[src/rac_pkg.sv]
// shared constants and types of the alarm control block
package rac_pkg;

  // ==========================================================
  // register map (byte addresses)
  localparam logic [7:0] ADDR_ALARM_CONTROL = 8'h00;
  localparam logic [7:0] ADDR_ALARM_TIME    = 8'h04;
  localparam logic [7:0] ADDR_ALARM_DATE    = 8'h08;
  localparam logic [7:0] ADDR_INT_STATUS    = 8'h0C;
  localparam logic [7:0] ADDR_INT_CLEAR     = 8'h10;
  localparam logic [7:0] ADDR_INT_ENABLE    = 8'h14;

  // ==========================================================
  // alarm control field positions
  localparam int POS_ARM   = 15;
  localparam int POS_WRAP  = 14;
  localparam int POS_PIV   = 13;
  localparam int POS_SYNC  = 12;
  localparam int POS_MASK  = 8;
  localparam int POS_COUNT = 0;

  // ==========================================================
  // interrupt status bits
  localparam int INT_W         = 2;
  localparam int INT_ALARM     = 0;
  localparam int INT_DISARMED  = 1;

  // ==========================================================
  // timing: unsafe window before half-second rollover, in rtc clocks
  localparam logic [14:0] UNSAFE_WINDOW = 15'h0020;

  // ==========================================================
  // bus answers, repeat_count wrap reload and reset values
  localparam logic [1:0]  RESP_OKAY   = 2'h0;
  localparam logic [1:0]  RESP_SLVERR = 2'h2;
  localparam logic [7:0]  COUNT_MAX   = 8'hFF;
  localparam logic [31:0] WORD_ZERO   = 32'h0000_0000;

  // ==========================================================
  // match interval codes
  typedef enum logic [3:0] {
    IVL_HALF_SEC = 4'h0,
    IVL_SECOND   = 4'h1,
    IVL_TEN_SEC  = 4'h2,
    IVL_MINUTE   = 4'h3,
    IVL_TEN_MIN  = 4'h4,
    IVL_HOUR     = 4'h5,
    IVL_DAY      = 4'h6,
    IVL_WEEK     = 4'h7,
    IVL_MONTH    = 4'h8,
    IVL_YEAR     = 4'h9
  } rac_ivl_type;

  // ==========================================================
  // alarm control contents
  typedef struct packed {
    logic       alarm_arm;
    logic       repeat_wrap_enable;
    logic       pulse_initial_level;
    logic [3:0] match_interval_select;
    logic [7:0] repeat_count;
  } rac_ctrl_type;

  // bcd time of day, bit layout of the alarm time register
  typedef struct packed {
    logic [1:0] hour_tens;   // [21:20]
    logic [3:0] hour_ones;   // [19:16]
    logic [2:0] min_tens;    // [14:12]
    logic [3:0] min_ones;    // [11:8]
    logic [2:0] sec_tens;    // [6:4]
    logic [3:0] sec_ones;    // [3:0]
  } rac_time_type;

  // bcd date, bit layout of the alarm date register
  typedef struct packed {
    logic       month_tens;    // [20]
    logic [3:0] month_ones;    // [19:16]
    logic [1:0] day_tens;      // [13:12]
    logic [3:0] day_ones;      // [11:8]
    logic [2:0] weekday_digit; // [2:0]
  } rac_date_type;

  // current time and date from the rtc counters
  typedef struct packed {
    logic         half;
    rac_time_type tod;
    rac_date_type date;
  } rac_now_type;

endpackage

[src/rac_alarm_ctrl.sv]
// alarm control unit of the rtc with axi4-lite register access
//
// Summary of operation
// - alarms are matched and events produced only while alarm_arm is set
// - with wrap enabled, repeat_count wraps 0x00 to 0xFF, repeating forever
// - with wrap disabled, repeat_count stops decrementing at zero
// - while disarmed, pulse_initial_level is writable and sets the pulse start level
// - while armed, pulse_initial_level ignores writes and reads the live pulse
// - alarm_read_unsafe is set when a half-second rollover may disturb reads
// - alarm_read_unsafe clears only when rollover is over 32 rtc clocks away
// - match_interval_select picks the alarm period, half-second up to yearly
// - yearly alarm set on February 29 fires only once in four years
// - event at count zero with wrap off clears alarm_arm in hardware
// - alarm control resets only on power-on reset, not other resets
// - alarm date holds valid bcd digits for month, day and weekday
//
// The address map and register access over AXI4-Lite were decided locally.
module rac_alarm_ctrl (
  // clock and resets
  input  wire logic                  CLK_IN,
  input  wire logic                  RST_IN,
  input  wire logic                  POR_IN,
  // rtc core
  input  wire logic                  HALF_SEC_TICK_IN,
  input  wire logic [14:0]           PRESCALE_LEFT_IN,
  input  wire rac_pkg::rac_now_type  NOW_IN,
  // axi4-lite write address and data
  input  wire logic                  S_AXI_AWVALID_IN,
  output logic                       S_AXI_AWREADY_OUT,
  input  wire logic [7:0]            S_AXI_AWADDR_IN,
  input  wire logic                  S_AXI_WVALID_IN,
  output logic                       S_AXI_WREADY_OUT,
  input  wire logic [31:0]           S_AXI_WDATA_IN,
  input  wire logic [3:0]            S_AXI_WSTRB_IN,
  // axi4-lite write response
  output logic                       S_AXI_BVALID_OUT,
  input  wire logic                  S_AXI_BREADY_IN,
  output logic [1:0]                 S_AXI_BRESP_OUT,
  // axi4-lite read
  input  wire logic                  S_AXI_ARVALID_IN,
  output logic                       S_AXI_ARREADY_OUT,
  input  wire logic [7:0]            S_AXI_ARADDR_IN,
  output logic                       S_AXI_RVALID_OUT,
  input  wire logic                  S_AXI_RREADY_IN,
  output logic [31:0]                S_AXI_RDATA_OUT,
  output logic [1:0]                 S_AXI_RRESP_OUT,
  // alarm outputs
  output logic                       ALARM_PULSE_OUT,
  output logic                       IRQ_OUT
);
  import rac_pkg::*;

  // ==========================================================
  // state of the whole block
  typedef struct packed {
    rac_ctrl_type     ctrl;
    rac_time_type     atime;
    rac_date_type     adate;
    logic             pulse;
    logic             unsafe;
    logic [INT_W-1:0] int_stat;
    logic [INT_W-1:0] int_en;
    logic             irq;
    logic             awready;
    logic             aw_held;
    logic [7:0]       awaddr;
    logic             wready;
    logic             w_held;
    logic [31:0]      wdata;
    logic [3:0]       wstrb;
    logic             bvalid;
    logic [1:0]       bresp;
    logic             arready;
    logic             rvalid;
    logic [31:0]      rdata;
    logic [1:0]       rresp;
  } rac_state_type;

  rac_state_type st_reg;
  rac_state_type st_next;

  // ==========================================================
  // helper functions

  // merge a write word into an old word by byte strobes
  function automatic logic [31:0] merge(input logic [31:0] old_w,
                                        input logic [31:0] new_w,
                                        input logic [3:0]  strb);
    logic [31:0] r;
    r = old_w;
    for (int i = 0; i < 4; i++) begin
      if (strb[i]) begin
        r[8*i +: 8] = new_w[8*i +: 8];
      end
    end
    return r;
  endfunction

  // alarm date word layout
  function automatic logic [31:0] date_word(input rac_date_type d);
    return {11'h000, d.month_tens, d.month_ones, 2'h0, d.day_tens, d.day_ones,
            5'h00, d.weekday_digit};
  endfunction

  // alarm time word layout
  function automatic logic [31:0] time_word(input rac_time_type t);
    return {10'h000, t.hour_tens, t.hour_ones, 1'b0, t.min_tens, t.min_ones,
            1'b0, t.sec_tens, t.sec_ones};
  endfunction

  // compare the fields that the selected interval covers
  function automatic logic interval_match(input logic [3:0]   ivl,
                                          input rac_now_type  now,
                                          input rac_time_type at,
                                          input rac_date_type ad);
    logic h0, s1, s10, m1, m10, hr, wd, dy, mo;
    h0  = !now.half;
    s1  = now.tod.sec_ones == at.sec_ones;
    s10 = now.tod.sec_tens == at.sec_tens;
    m1  = now.tod.min_ones == at.min_ones;
    m10 = now.tod.min_tens == at.min_tens;
    hr  = now.tod.hour_tens == at.hour_tens && now.tod.hour_ones == at.hour_ones;
    wd  = now.date.weekday_digit == ad.weekday_digit;
    dy  = now.date.day_tens == ad.day_tens && now.date.day_ones == ad.day_ones;
    mo  = now.date.month_tens == ad.month_tens && now.date.month_ones == ad.month_ones;
    unique case (ivl)
      IVL_HALF_SEC: return 1'b1;
      IVL_SECOND:   return h0;
      IVL_TEN_SEC:  return h0 && s1;
      IVL_MINUTE:   return h0 && s1 && s10;
      IVL_TEN_MIN:  return h0 && s1 && s10 && m1;
      IVL_HOUR:     return h0 && s1 && s10 && m1 && m10;
      IVL_DAY:      return h0 && s1 && s10 && m1 && m10 && hr;
      IVL_WEEK:     return h0 && s1 && s10 && m1 && m10 && hr && wd;
      IVL_MONTH:    return h0 && s1 && s10 && m1 && m10 && hr && dy;
      // feb 29 only occurs in leap years, so it matches every fourth year
      IVL_YEAR:     return h0 && s1 && s10 && m1 && m10 && hr && dy && mo;
      default:      return 1'b0; // reserved codes never match
    endcase
  endfunction

  // ==========================================================
  // next-state logic
  always_comb begin
    logic         aw_go;
    logic         w_go;
    logic         do_wr;
    logic         ar_go;
    logic         hit;
    logic [31:0]  wv;
    rac_date_type dnew;
    aw_go   = 1'b0;
    w_go    = 1'b0;
    do_wr   = 1'b0;
    ar_go   = 1'b0;
    hit     = 1'b0;
    wv      = WORD_ZERO;
    dnew    = '0;
    st_next = st_reg;

    // capture write address and data in either order
    aw_go = S_AXI_AWVALID_IN && st_reg.awready;
    w_go  = S_AXI_WVALID_IN && st_reg.wready;
    if (aw_go) begin
      st_next.aw_held = 1'b1;
      st_next.awaddr  = S_AXI_AWADDR_IN;
    end
    if (w_go) begin
      st_next.w_held = 1'b1;
      st_next.wdata  = S_AXI_WDATA_IN;
      st_next.wstrb  = S_AXI_WSTRB_IN;
    end

    // write response handshake
    if (st_reg.bvalid && S_AXI_BREADY_IN) begin
      st_next.bvalid = 1'b0;
    end

    // perform a held write once both halves are in and no response is pending
    do_wr = st_reg.aw_held && st_reg.w_held && !st_reg.bvalid;
    if (do_wr) begin
      st_next.aw_held = 1'b0;
      st_next.w_held  = 1'b0;
      st_next.bvalid  = 1'b1;
      st_next.bresp   = RESP_OKAY;
      unique case (st_reg.awaddr)
        ADDR_ALARM_CONTROL: begin
          wv = merge({16'h0000, st_reg.ctrl.alarm_arm, st_reg.ctrl.repeat_wrap_enable,
                      st_reg.ctrl.pulse_initial_level, 1'b0,
                      st_reg.ctrl.match_interval_select, st_reg.ctrl.repeat_count},
                     st_reg.wdata, st_reg.wstrb);
          st_next.ctrl.alarm_arm             = wv[POS_ARM];
          st_next.ctrl.repeat_wrap_enable    = wv[POS_WRAP];
          st_next.ctrl.match_interval_select = wv[POS_MASK +: 4];
          st_next.ctrl.repeat_count          = wv[POS_COUNT +: 8];
          if (!st_reg.ctrl.alarm_arm) begin
            st_next.ctrl.pulse_initial_level = wv[POS_PIV];
            st_next.pulse                    = wv[POS_PIV];
          end
        end
        ADDR_ALARM_TIME: begin
          wv = merge(time_word(st_reg.atime), st_reg.wdata, st_reg.wstrb);
          st_next.atime = {wv[21:16], wv[14:8], wv[6:0]};
        end
        ADDR_ALARM_DATE: begin
          wv   = merge(date_word(st_reg.adate), st_reg.wdata, st_reg.wstrb);
          dnew = {wv[20:16], wv[13:8], wv[2:0]};
          // out-of-range bcd digits keep their old value
          if (dnew.month_ones <= 4'h9) begin
            st_next.adate.month_tens = dnew.month_tens;
            st_next.adate.month_ones = dnew.month_ones;
          end
          if (dnew.day_ones <= 4'h9) begin
            st_next.adate.day_tens = dnew.day_tens;
            st_next.adate.day_ones = dnew.day_ones;
          end
          if (dnew.weekday_digit <= 3'h6) begin
            st_next.adate.weekday_digit = dnew.weekday_digit;
          end
        end
        ADDR_INT_STATUS: begin
          st_next.bresp = RESP_OKAY; // read-only, write ignored
        end
        ADDR_INT_CLEAR: begin
          st_next.int_stat = st_reg.int_stat & ~st_reg.wdata[INT_W-1:0];
        end
        ADDR_INT_ENABLE: begin
          if (st_reg.wstrb[0]) begin
            st_next.int_en = st_reg.wdata[INT_W-1:0];
          end
        end
        default: begin
          st_next.bresp = RESP_SLVERR;
        end
      endcase
    end
    st_next.awready = !st_next.aw_held;
    st_next.wready  = !st_next.w_held;

    // read channel: one read under way at a time
    if (st_reg.rvalid && S_AXI_RREADY_IN) begin
      st_next.rvalid = 1'b0;
    end
    ar_go = S_AXI_ARVALID_IN && st_reg.arready;
    if (ar_go) begin
      st_next.rvalid = 1'b1;
      st_next.rresp  = RESP_OKAY;
      unique case (S_AXI_ARADDR_IN)
        ADDR_ALARM_CONTROL: begin
          st_next.rdata = {16'h0000, st_reg.ctrl.alarm_arm, st_reg.ctrl.repeat_wrap_enable,
                           st_reg.ctrl.alarm_arm ? st_reg.pulse
                                                 : st_reg.ctrl.pulse_initial_level,
                           st_reg.unsafe, st_reg.ctrl.match_interval_select,
                           st_reg.ctrl.repeat_count};
        end
        ADDR_ALARM_TIME: st_next.rdata = time_word(st_reg.atime);
        ADDR_ALARM_DATE: st_next.rdata = date_word(st_reg.adate);
        ADDR_INT_STATUS: st_next.rdata = {30'h0000_0000, st_reg.int_stat};
        ADDR_INT_CLEAR:  st_next.rdata = WORD_ZERO;
        ADDR_INT_ENABLE: st_next.rdata = {30'h0000_0000, st_reg.int_en};
        default: begin
          st_next.rdata = WORD_ZERO;
          st_next.rresp = RESP_SLVERR;
        end
      endcase
    end
    st_next.arready = !st_next.rvalid;

    // read-safety flag from the prescaler distance to rollover
    st_next.unsafe = PRESCALE_LEFT_IN <= UNSAFE_WINDOW;

    // alarm event on a half-second tick, applied after any register write
    hit = HALF_SEC_TICK_IN && st_reg.ctrl.alarm_arm &&
          interval_match(st_reg.ctrl.match_interval_select, NOW_IN,
                         st_reg.atime, st_reg.adate);
    if (hit) begin
      st_next.pulse               = !st_reg.pulse;
      st_next.int_stat[INT_ALARM] = 1'b1;
      if (st_reg.ctrl.repeat_count != 8'h00) begin
        st_next.ctrl.repeat_count = st_reg.ctrl.repeat_count - 8'h01;
      end else if (st_reg.ctrl.repeat_wrap_enable) begin
        st_next.ctrl.repeat_count = COUNT_MAX;
      end else begin
        // count held at zero, alarm disarms itself
        st_next.ctrl.repeat_count      = 8'h00;
        st_next.ctrl.alarm_arm         = 1'b0;
        st_next.int_stat[INT_DISARMED] = 1'b1;
      end
    end

    // interrupt output, one cycle behind status
    st_next.irq = |(st_reg.int_stat & st_reg.int_en);

    // power-on reset alone restores the alarm settings
    if (POR_IN) begin
      st_next.ctrl  = '0;
      st_next.atime = '0;
      st_next.adate = '0;
      st_next.pulse = 1'b0;
    end

    // bus and interrupt reset
    if (RST_IN || POR_IN) begin
      st_next.int_stat = '0;
      st_next.int_en   = '0;
      st_next.irq      = 1'b0;
      st_next.aw_held  = 1'b0;
      st_next.w_held   = 1'b0;
      st_next.awaddr   = 8'h00;
      st_next.wdata    = WORD_ZERO;
      st_next.wstrb    = 4'h0;
      st_next.awready  = 1'b1;
      st_next.wready   = 1'b1;
      st_next.bvalid   = 1'b0;
      st_next.bresp    = RESP_OKAY;
      st_next.arready  = 1'b1;
      st_next.rvalid   = 1'b0;
      st_next.rdata    = WORD_ZERO;
      st_next.rresp    = RESP_OKAY;
      st_next.unsafe   = 1'b1;
    end
  end

  // ==========================================================
  // state register
  always_ff @(posedge CLK_IN) begin
    st_reg <= st_next;
  end

  // outputs straight from the state flops
  assign S_AXI_AWREADY_OUT = st_reg.awready;
  assign S_AXI_WREADY_OUT  = st_reg.wready;
  assign S_AXI_BVALID_OUT  = st_reg.bvalid;
  assign S_AXI_BRESP_OUT   = st_reg.bresp;
  assign S_AXI_ARREADY_OUT = st_reg.arready;
  assign S_AXI_RVALID_OUT  = st_reg.rvalid;
  assign S_AXI_RDATA_OUT   = st_reg.rdata;
  assign S_AXI_RRESP_OUT   = st_reg.rresp;
  assign ALARM_PULSE_OUT   = st_reg.pulse;
  assign IRQ_OUT           = st_reg.irq;

endmodule

[config.mk]
export PLATFORM = sky130hd
export DESIGN_NAME = rac_alarm_ctrl
export DESIGN_NICKNAME = d
export VERILOG_FILES = /design/src/rac_pkg.sv /design/src/rac_alarm_ctrl.sv
export SDC_FILE = /design/constraint.sdc
export NUM_CORES = 1
export LEC_CHECK = 0
export ABC_AREA = 0
export BUFFER_PORTS_ARGS = -buffer_cell sky130_fd_sc_hd__buf_2
export CORE_UTILIZATION = 40
export DETAILED_ROUTE_END_ITERATION = 12
export HOLD_SLACK_MARGIN = 0.12
export PLACE_DENSITY = 0.73
export SLEW_MARGIN = 40
export SYNTH_ARGS = -nofsm -noshare
export SYNTH_HDL_FRONTEND = slang
export SYNTH_SLANG_ARGS = --single-unit
[constraint.sdc]
create_clock -name CLK_IN -period 2.25 [get_ports CLK_IN]
set_input_delay 0.45 -clock CLK_IN [delete_from_list [all_inputs] [get_ports CLK_IN]]
set_output_delay 0.45 -clock CLK_IN [all_outputs]
set_load 0.1 [all_outputs]
==> summary.md <==
The share of total power dissipated in sequential elements is 40.0%. Total number of vias: 5280. For the wire length of the first global-routing pass, the log shows 24.8 mm. The synthesized netlist occupies a cell area of 5770 um^2. The kind of start point of the critical path was a flop. For this design the ratio of total power to cell area is 745 nW/um^2. The cell class contributing the biggest share of worst-path delay is simple AND/OR/NAND/NOR gates. Summed over all layers, the global routing overflow is 0. The area share of the leading cell type in the synthesized netlist works out to 41.6%.

By area the synthesized netlist is led by sky130_fd_sc_hd__dfxtp_1 (42%), sky130_fd_sc_hd__nand2_1 (6.3%), sky130_fd_sc_hd__a21oi_1 (6.2%), sky130_fd_sc_hd__mux2i_1 (5.9%), sky130_fd_sc_hd__buf_4 (4.9%). Relative slew slack: 57.3%. The clock network burns 52.2% of the power. For the number of instances in the synthesized netlist, the log shows 682. The Yosys step of the flow raised 0 warnings. The reg2reg setup slack is 2 ps.

The via count of the first global-routing pass was 4950; the number of rows created at floorplan was 43. Signal routing reaches up to met4. The count of buffers added on input and output ports is 130. In the layout the commonest cells are sky130_fd_sc_hd__buf_2 (130), sky130_fd_sc_hd__dfxtp_1 (115), sky130_fd_sc_hd__nand2_1 (96). Total number of cells along the worst setup path: 7.

The critical register-to-register path endpoint was st_reg[133]. After detailed routing, the number of vias per cell comes to 5.25. The worst hold path was traced through 3 stages. Following the worst setup path forward leads to its endpoint at st_reg[133]. Sequential cells were found to cover 41.6% of the synthesized design area.

Dividing the detail-routed wire length by the instance count gives 15.4 um. Number of slew-limit violations in the final report: 0. The cell sitting at the root of the clock tree is a sky130_fd_sc_hd__clkbuf_16. The share of power burned in combinational logic is 7.8%, and the timing-limited maximum frequency is 445 MHz. Maximum level of the CTS H-tree: 4. The tools report the number of DRC violations after detailed routing as 0.

For the worst flop-to-flop path, the logic depth is 7. The critical path starts at st_reg[138]. 154 I/O pins were placed. In the finished design, the share of the clock period the worst path needs comes to 99.9%. Global routing used 21.6% of the available tracks. Critical-path cell with the highest stage delay: sky130_fd_sc_hd__or4_4. The worst hold path belongs to the class in2reg. Compared with the post-synthesis result, the final layout area differs by 27.0%.

For this run, the post-layout net count is 925. The total CTS buffers was 17; the final design utilization was 52.4%. The routed design uses 1.12 mm of met3 wire. The share of cells above drive strength 1 is 29.1%, and the full die area is 14900 um^2.

Walking the worst path, the cells encountered are o21ai_1, and4_1, nand3_1, or4_4, o21ai_4, clkbuf_16, mux2_4. The analysis attributes to net switching a power of 1.26 mW. For the pin with the worst max-slew slack, the measured transition is 638 ps.

Clock latency on the worst-skew pair: 420 ps. The tools report the buffer depth of the longest clock path as 2. The largest stage delay on the critical path was 550 ps; the number of flip-flops under the largest register name was 89. The peak ir drop on the vdd network was 0.000469 V. Internal power comes to 4.20 mW. The run finished with clean final reports.

In the final routing, the length of wire on met1 measures 7.41 mm. The number of antenna diodes in the final layout is 0. The clock period minus final worst setup slack works out to 2250 ps. The tools report the critical register-to-register path startpoint as st_reg[138].

The effective utilization at floorplan was 41.3%. Total power for the finished layout comes to 5.46 mW. The sum of met2 wire segment lengths after detailed routing is 6.73 mm, and the fraction of power spent switching nets is 23.1%. The biggest fanout along the worst timing path works out to 5. The die boundary width was 122 um. The biggest area consumer among synthesized cells is sky130_fd_sc_hd__dfxtp_1.

For the required time at the worst-slack endpoint, the log shows 2550 ps. Data arrives at the worst endpoint at 2550 ps. STA classifies the critical path endpoint as a flop. The detailed router finished its first iteration with 433 violations. Synthesis inferred 120 register bits. The routed design has 15.5 mm of wire. Setup violations remaining at the end of the flow were counted as 0. Summed over all cells, the static leakage comes to 3.21 nW. The netlist uses 56 different library cells. The number of hold violations in the final report was 0; the overall die height was 122 um. The most used flip-flop cell after synthesis is sky130_fd_sc_hd__dfxtp_1. Hold repair after CTS inserted 0 buffers. In this run, synthesis inferred 0 flip-flops with an integrated enable. The clock slew at the register clock pins of the worst setup and hold paths is 60 ps. The final setup skew is 14.9 ps. TritonCTS built the clock tree. The logs give 120 for the CTS sink count and 48 for the largest net degree at the start of global routing. The worst setup path category was reg2reg. After routing the design area is 7330 um^2. The average instance in the mapped netlist occupies 8.46 um^2. The total buffers and inverters traversed by the critical path was 1. Setup repair after global routing could not meet its margin everywhere. Summed over all nets, the half-perimeter wirelength after detailed placement is 11.5 mm. After floorplanning, the core was sized to cover 14000 um^2.

The tools report the launch point of the worst hold path as S_AXI_WDATA_IN[17]. Counting flops with an async set or reset pin after synthesis yields a share of 0%. For the number of detailed-routing iterations run before antenna repair, the log shows 5. For the initial antenna violation count, the log shows 0. For the weighted congestion reported at the end of routability-driven placement, the log shows 0.866.

Leaving out fill and tap cells, the most frequent cell in the layout is sky130_fd_sc_hd__buf_2. The run gives 0 as the number of max-cap violations. The logs give 271 ps for the final-layout worst hold slack and 0 for the remaining number of nets flagged by the antenna check after routing.

The run gives 6600 um^2 as the area after detailed placement.
-- metrics by stage --
step | instances | TNS [ps] | worst slack [ps]
floorplan | 693 | 0 | 71.1
global placement | 971 | -3020 | -327
detailed placement | 971 | -2910 | -335
CTS | 1005 | -223 | -51.7
global route | 1005 | -895 | -110
finish | 1005 | 0 | 2.44
-- layout make-up --
| type | instances | area (um^2) |
|---|---|---|
| clock inverters | 7 | 113 |
| inverters | 11 | 41.3 |
| flip-flops and latches | 120 | 2410 |
| multi-input cells | 490 | 3000 |
| clock buffers | 25 | 515 |
| fillers | 1273 | 6660 |
| repair buffers | 172 | 1020 |
| well taps | 180 | 225 |
-- power groups by stage --
stage	registers, mW	logic (mW)	clock network [mW]
finish	2.18	0.429	2.85
global route	2.19	0.463	2.98
CTS	2.18	0.429	2.87
detailed placement	2.23	0.426	0
global placement	2.23	0.424	0
floorplan	2.24	0.270	0
-- layer usage --
metal / global-route usage, % / up-vias
met2: 31.6 / 223
li1: - / 2604
met4: 7.93 / 0
met5: 0 / -
met1: 30.5 / 2436
met3: 5.06 / 17
-- worst min path at each step --
stage | end | slack, ps
6_report | st_reg[60] | 270
3_3_place_gp | S_AXI_RDATA_OUT[13] | 440
4_1_cts | st_reg[62] | 270
5_1_grt | st_reg[60] | 270
3_5_place_dp | S_AXI_RDATA_OUT[13] | 440
2_1_floorplan | S_AXI_RDATA_OUT[10] | 430
-- Yosys cell counts (2+ instances only) --
cell type	instances
sky130_fd_sc_hd__nand3b_1	3
sky130_fd_sc_hd__nor3_2	3
sky130_fd_sc_hd__dfxtp_1	120
sky130_fd_sc_hd__a22oi_1	7
sky130_fd_sc_hd__nor4_1	4
sky130_fd_sc_hd__mux2_2	11
sky130_fd_sc_hd__o21ai_0	22
sky130_fd_sc_hd__ha_1	2
sky130_fd_sc_hd__nor2b_1	4
sky130_fd_sc_hd__a21oi_1	71
sky130_fd_sc_hd__o211a_1	2
sky130_fd_sc_hd__mux2i_1	34
sky130_fd_sc_hd__and2_1	7
sky130_fd_sc_hd__nand3_1	32
sky130_fd_sc_hd__nand2b_1	4
sky130_fd_sc_hd__or4_4	2
sky130_fd_sc_hd__a222oi_1	12
sky130_fd_sc_hd__nor2_1	68
sky130_fd_sc_hd__nand4_1	5
sky130_fd_sc_hd__o221a_2	3
sky130_fd_sc_hd__mux4_2	2
sky130_fd_sc_hd__nor3_1	8
sky130_fd_sc_hd__a211oi_1	2
sky130_fd_sc_hd__buf_2	6
sky130_fd_sc_hd__o31ai_1	3
sky130_fd_sc_hd__clkbuf_1	28
sky130_fd_sc_hd__nand2_1	97
sky130_fd_sc_hd__or4_1	2
sky130_fd_sc_hd__o22ai_1	2
sky130_fd_sc_hd__a31oi_1	4
sky130_fd_sc_hd__xor2_1	18
sky130_fd_sc_hd__buf_4	38
sky130_fd_sc_hd__inv_1	11
sky130_fd_sc_hd__or2_2	2
sky130_fd_sc_hd__xnor2_1	21
sky130_fd_sc_hd__o21ai_1	2
-- logic make-up after synthesis --
group | synth area share (%)
adder cells (fa/ha/maj) | 0.434
multiplexers | 8.82
buffers and inverters | 8.00
AO/OA/AOI/OAI | 14.9
XOR/XNOR | 5.92
other | 0.0650
AND/OR/NAND/NOR | 20.2
flip-flops | 41.6
-- worst min-delay path, cell delays in order --
cell	delay (ps)
sky130_fd_sc_hd__buf_2	100
sky130_fd_sc_hd__nand2_1	40
sky130_fd_sc_hd__a21oi_1	50
-- timing repair --
action | 4_1_cts | 5_1_grt
pin swaps | 8 | 1
setup endpoints to repair | 7 | 12
buffers inserted | 1 | 0
gates resized for setup | 16 | 3
cloned | 1 | 0
(Power assumes the default switching activity.)
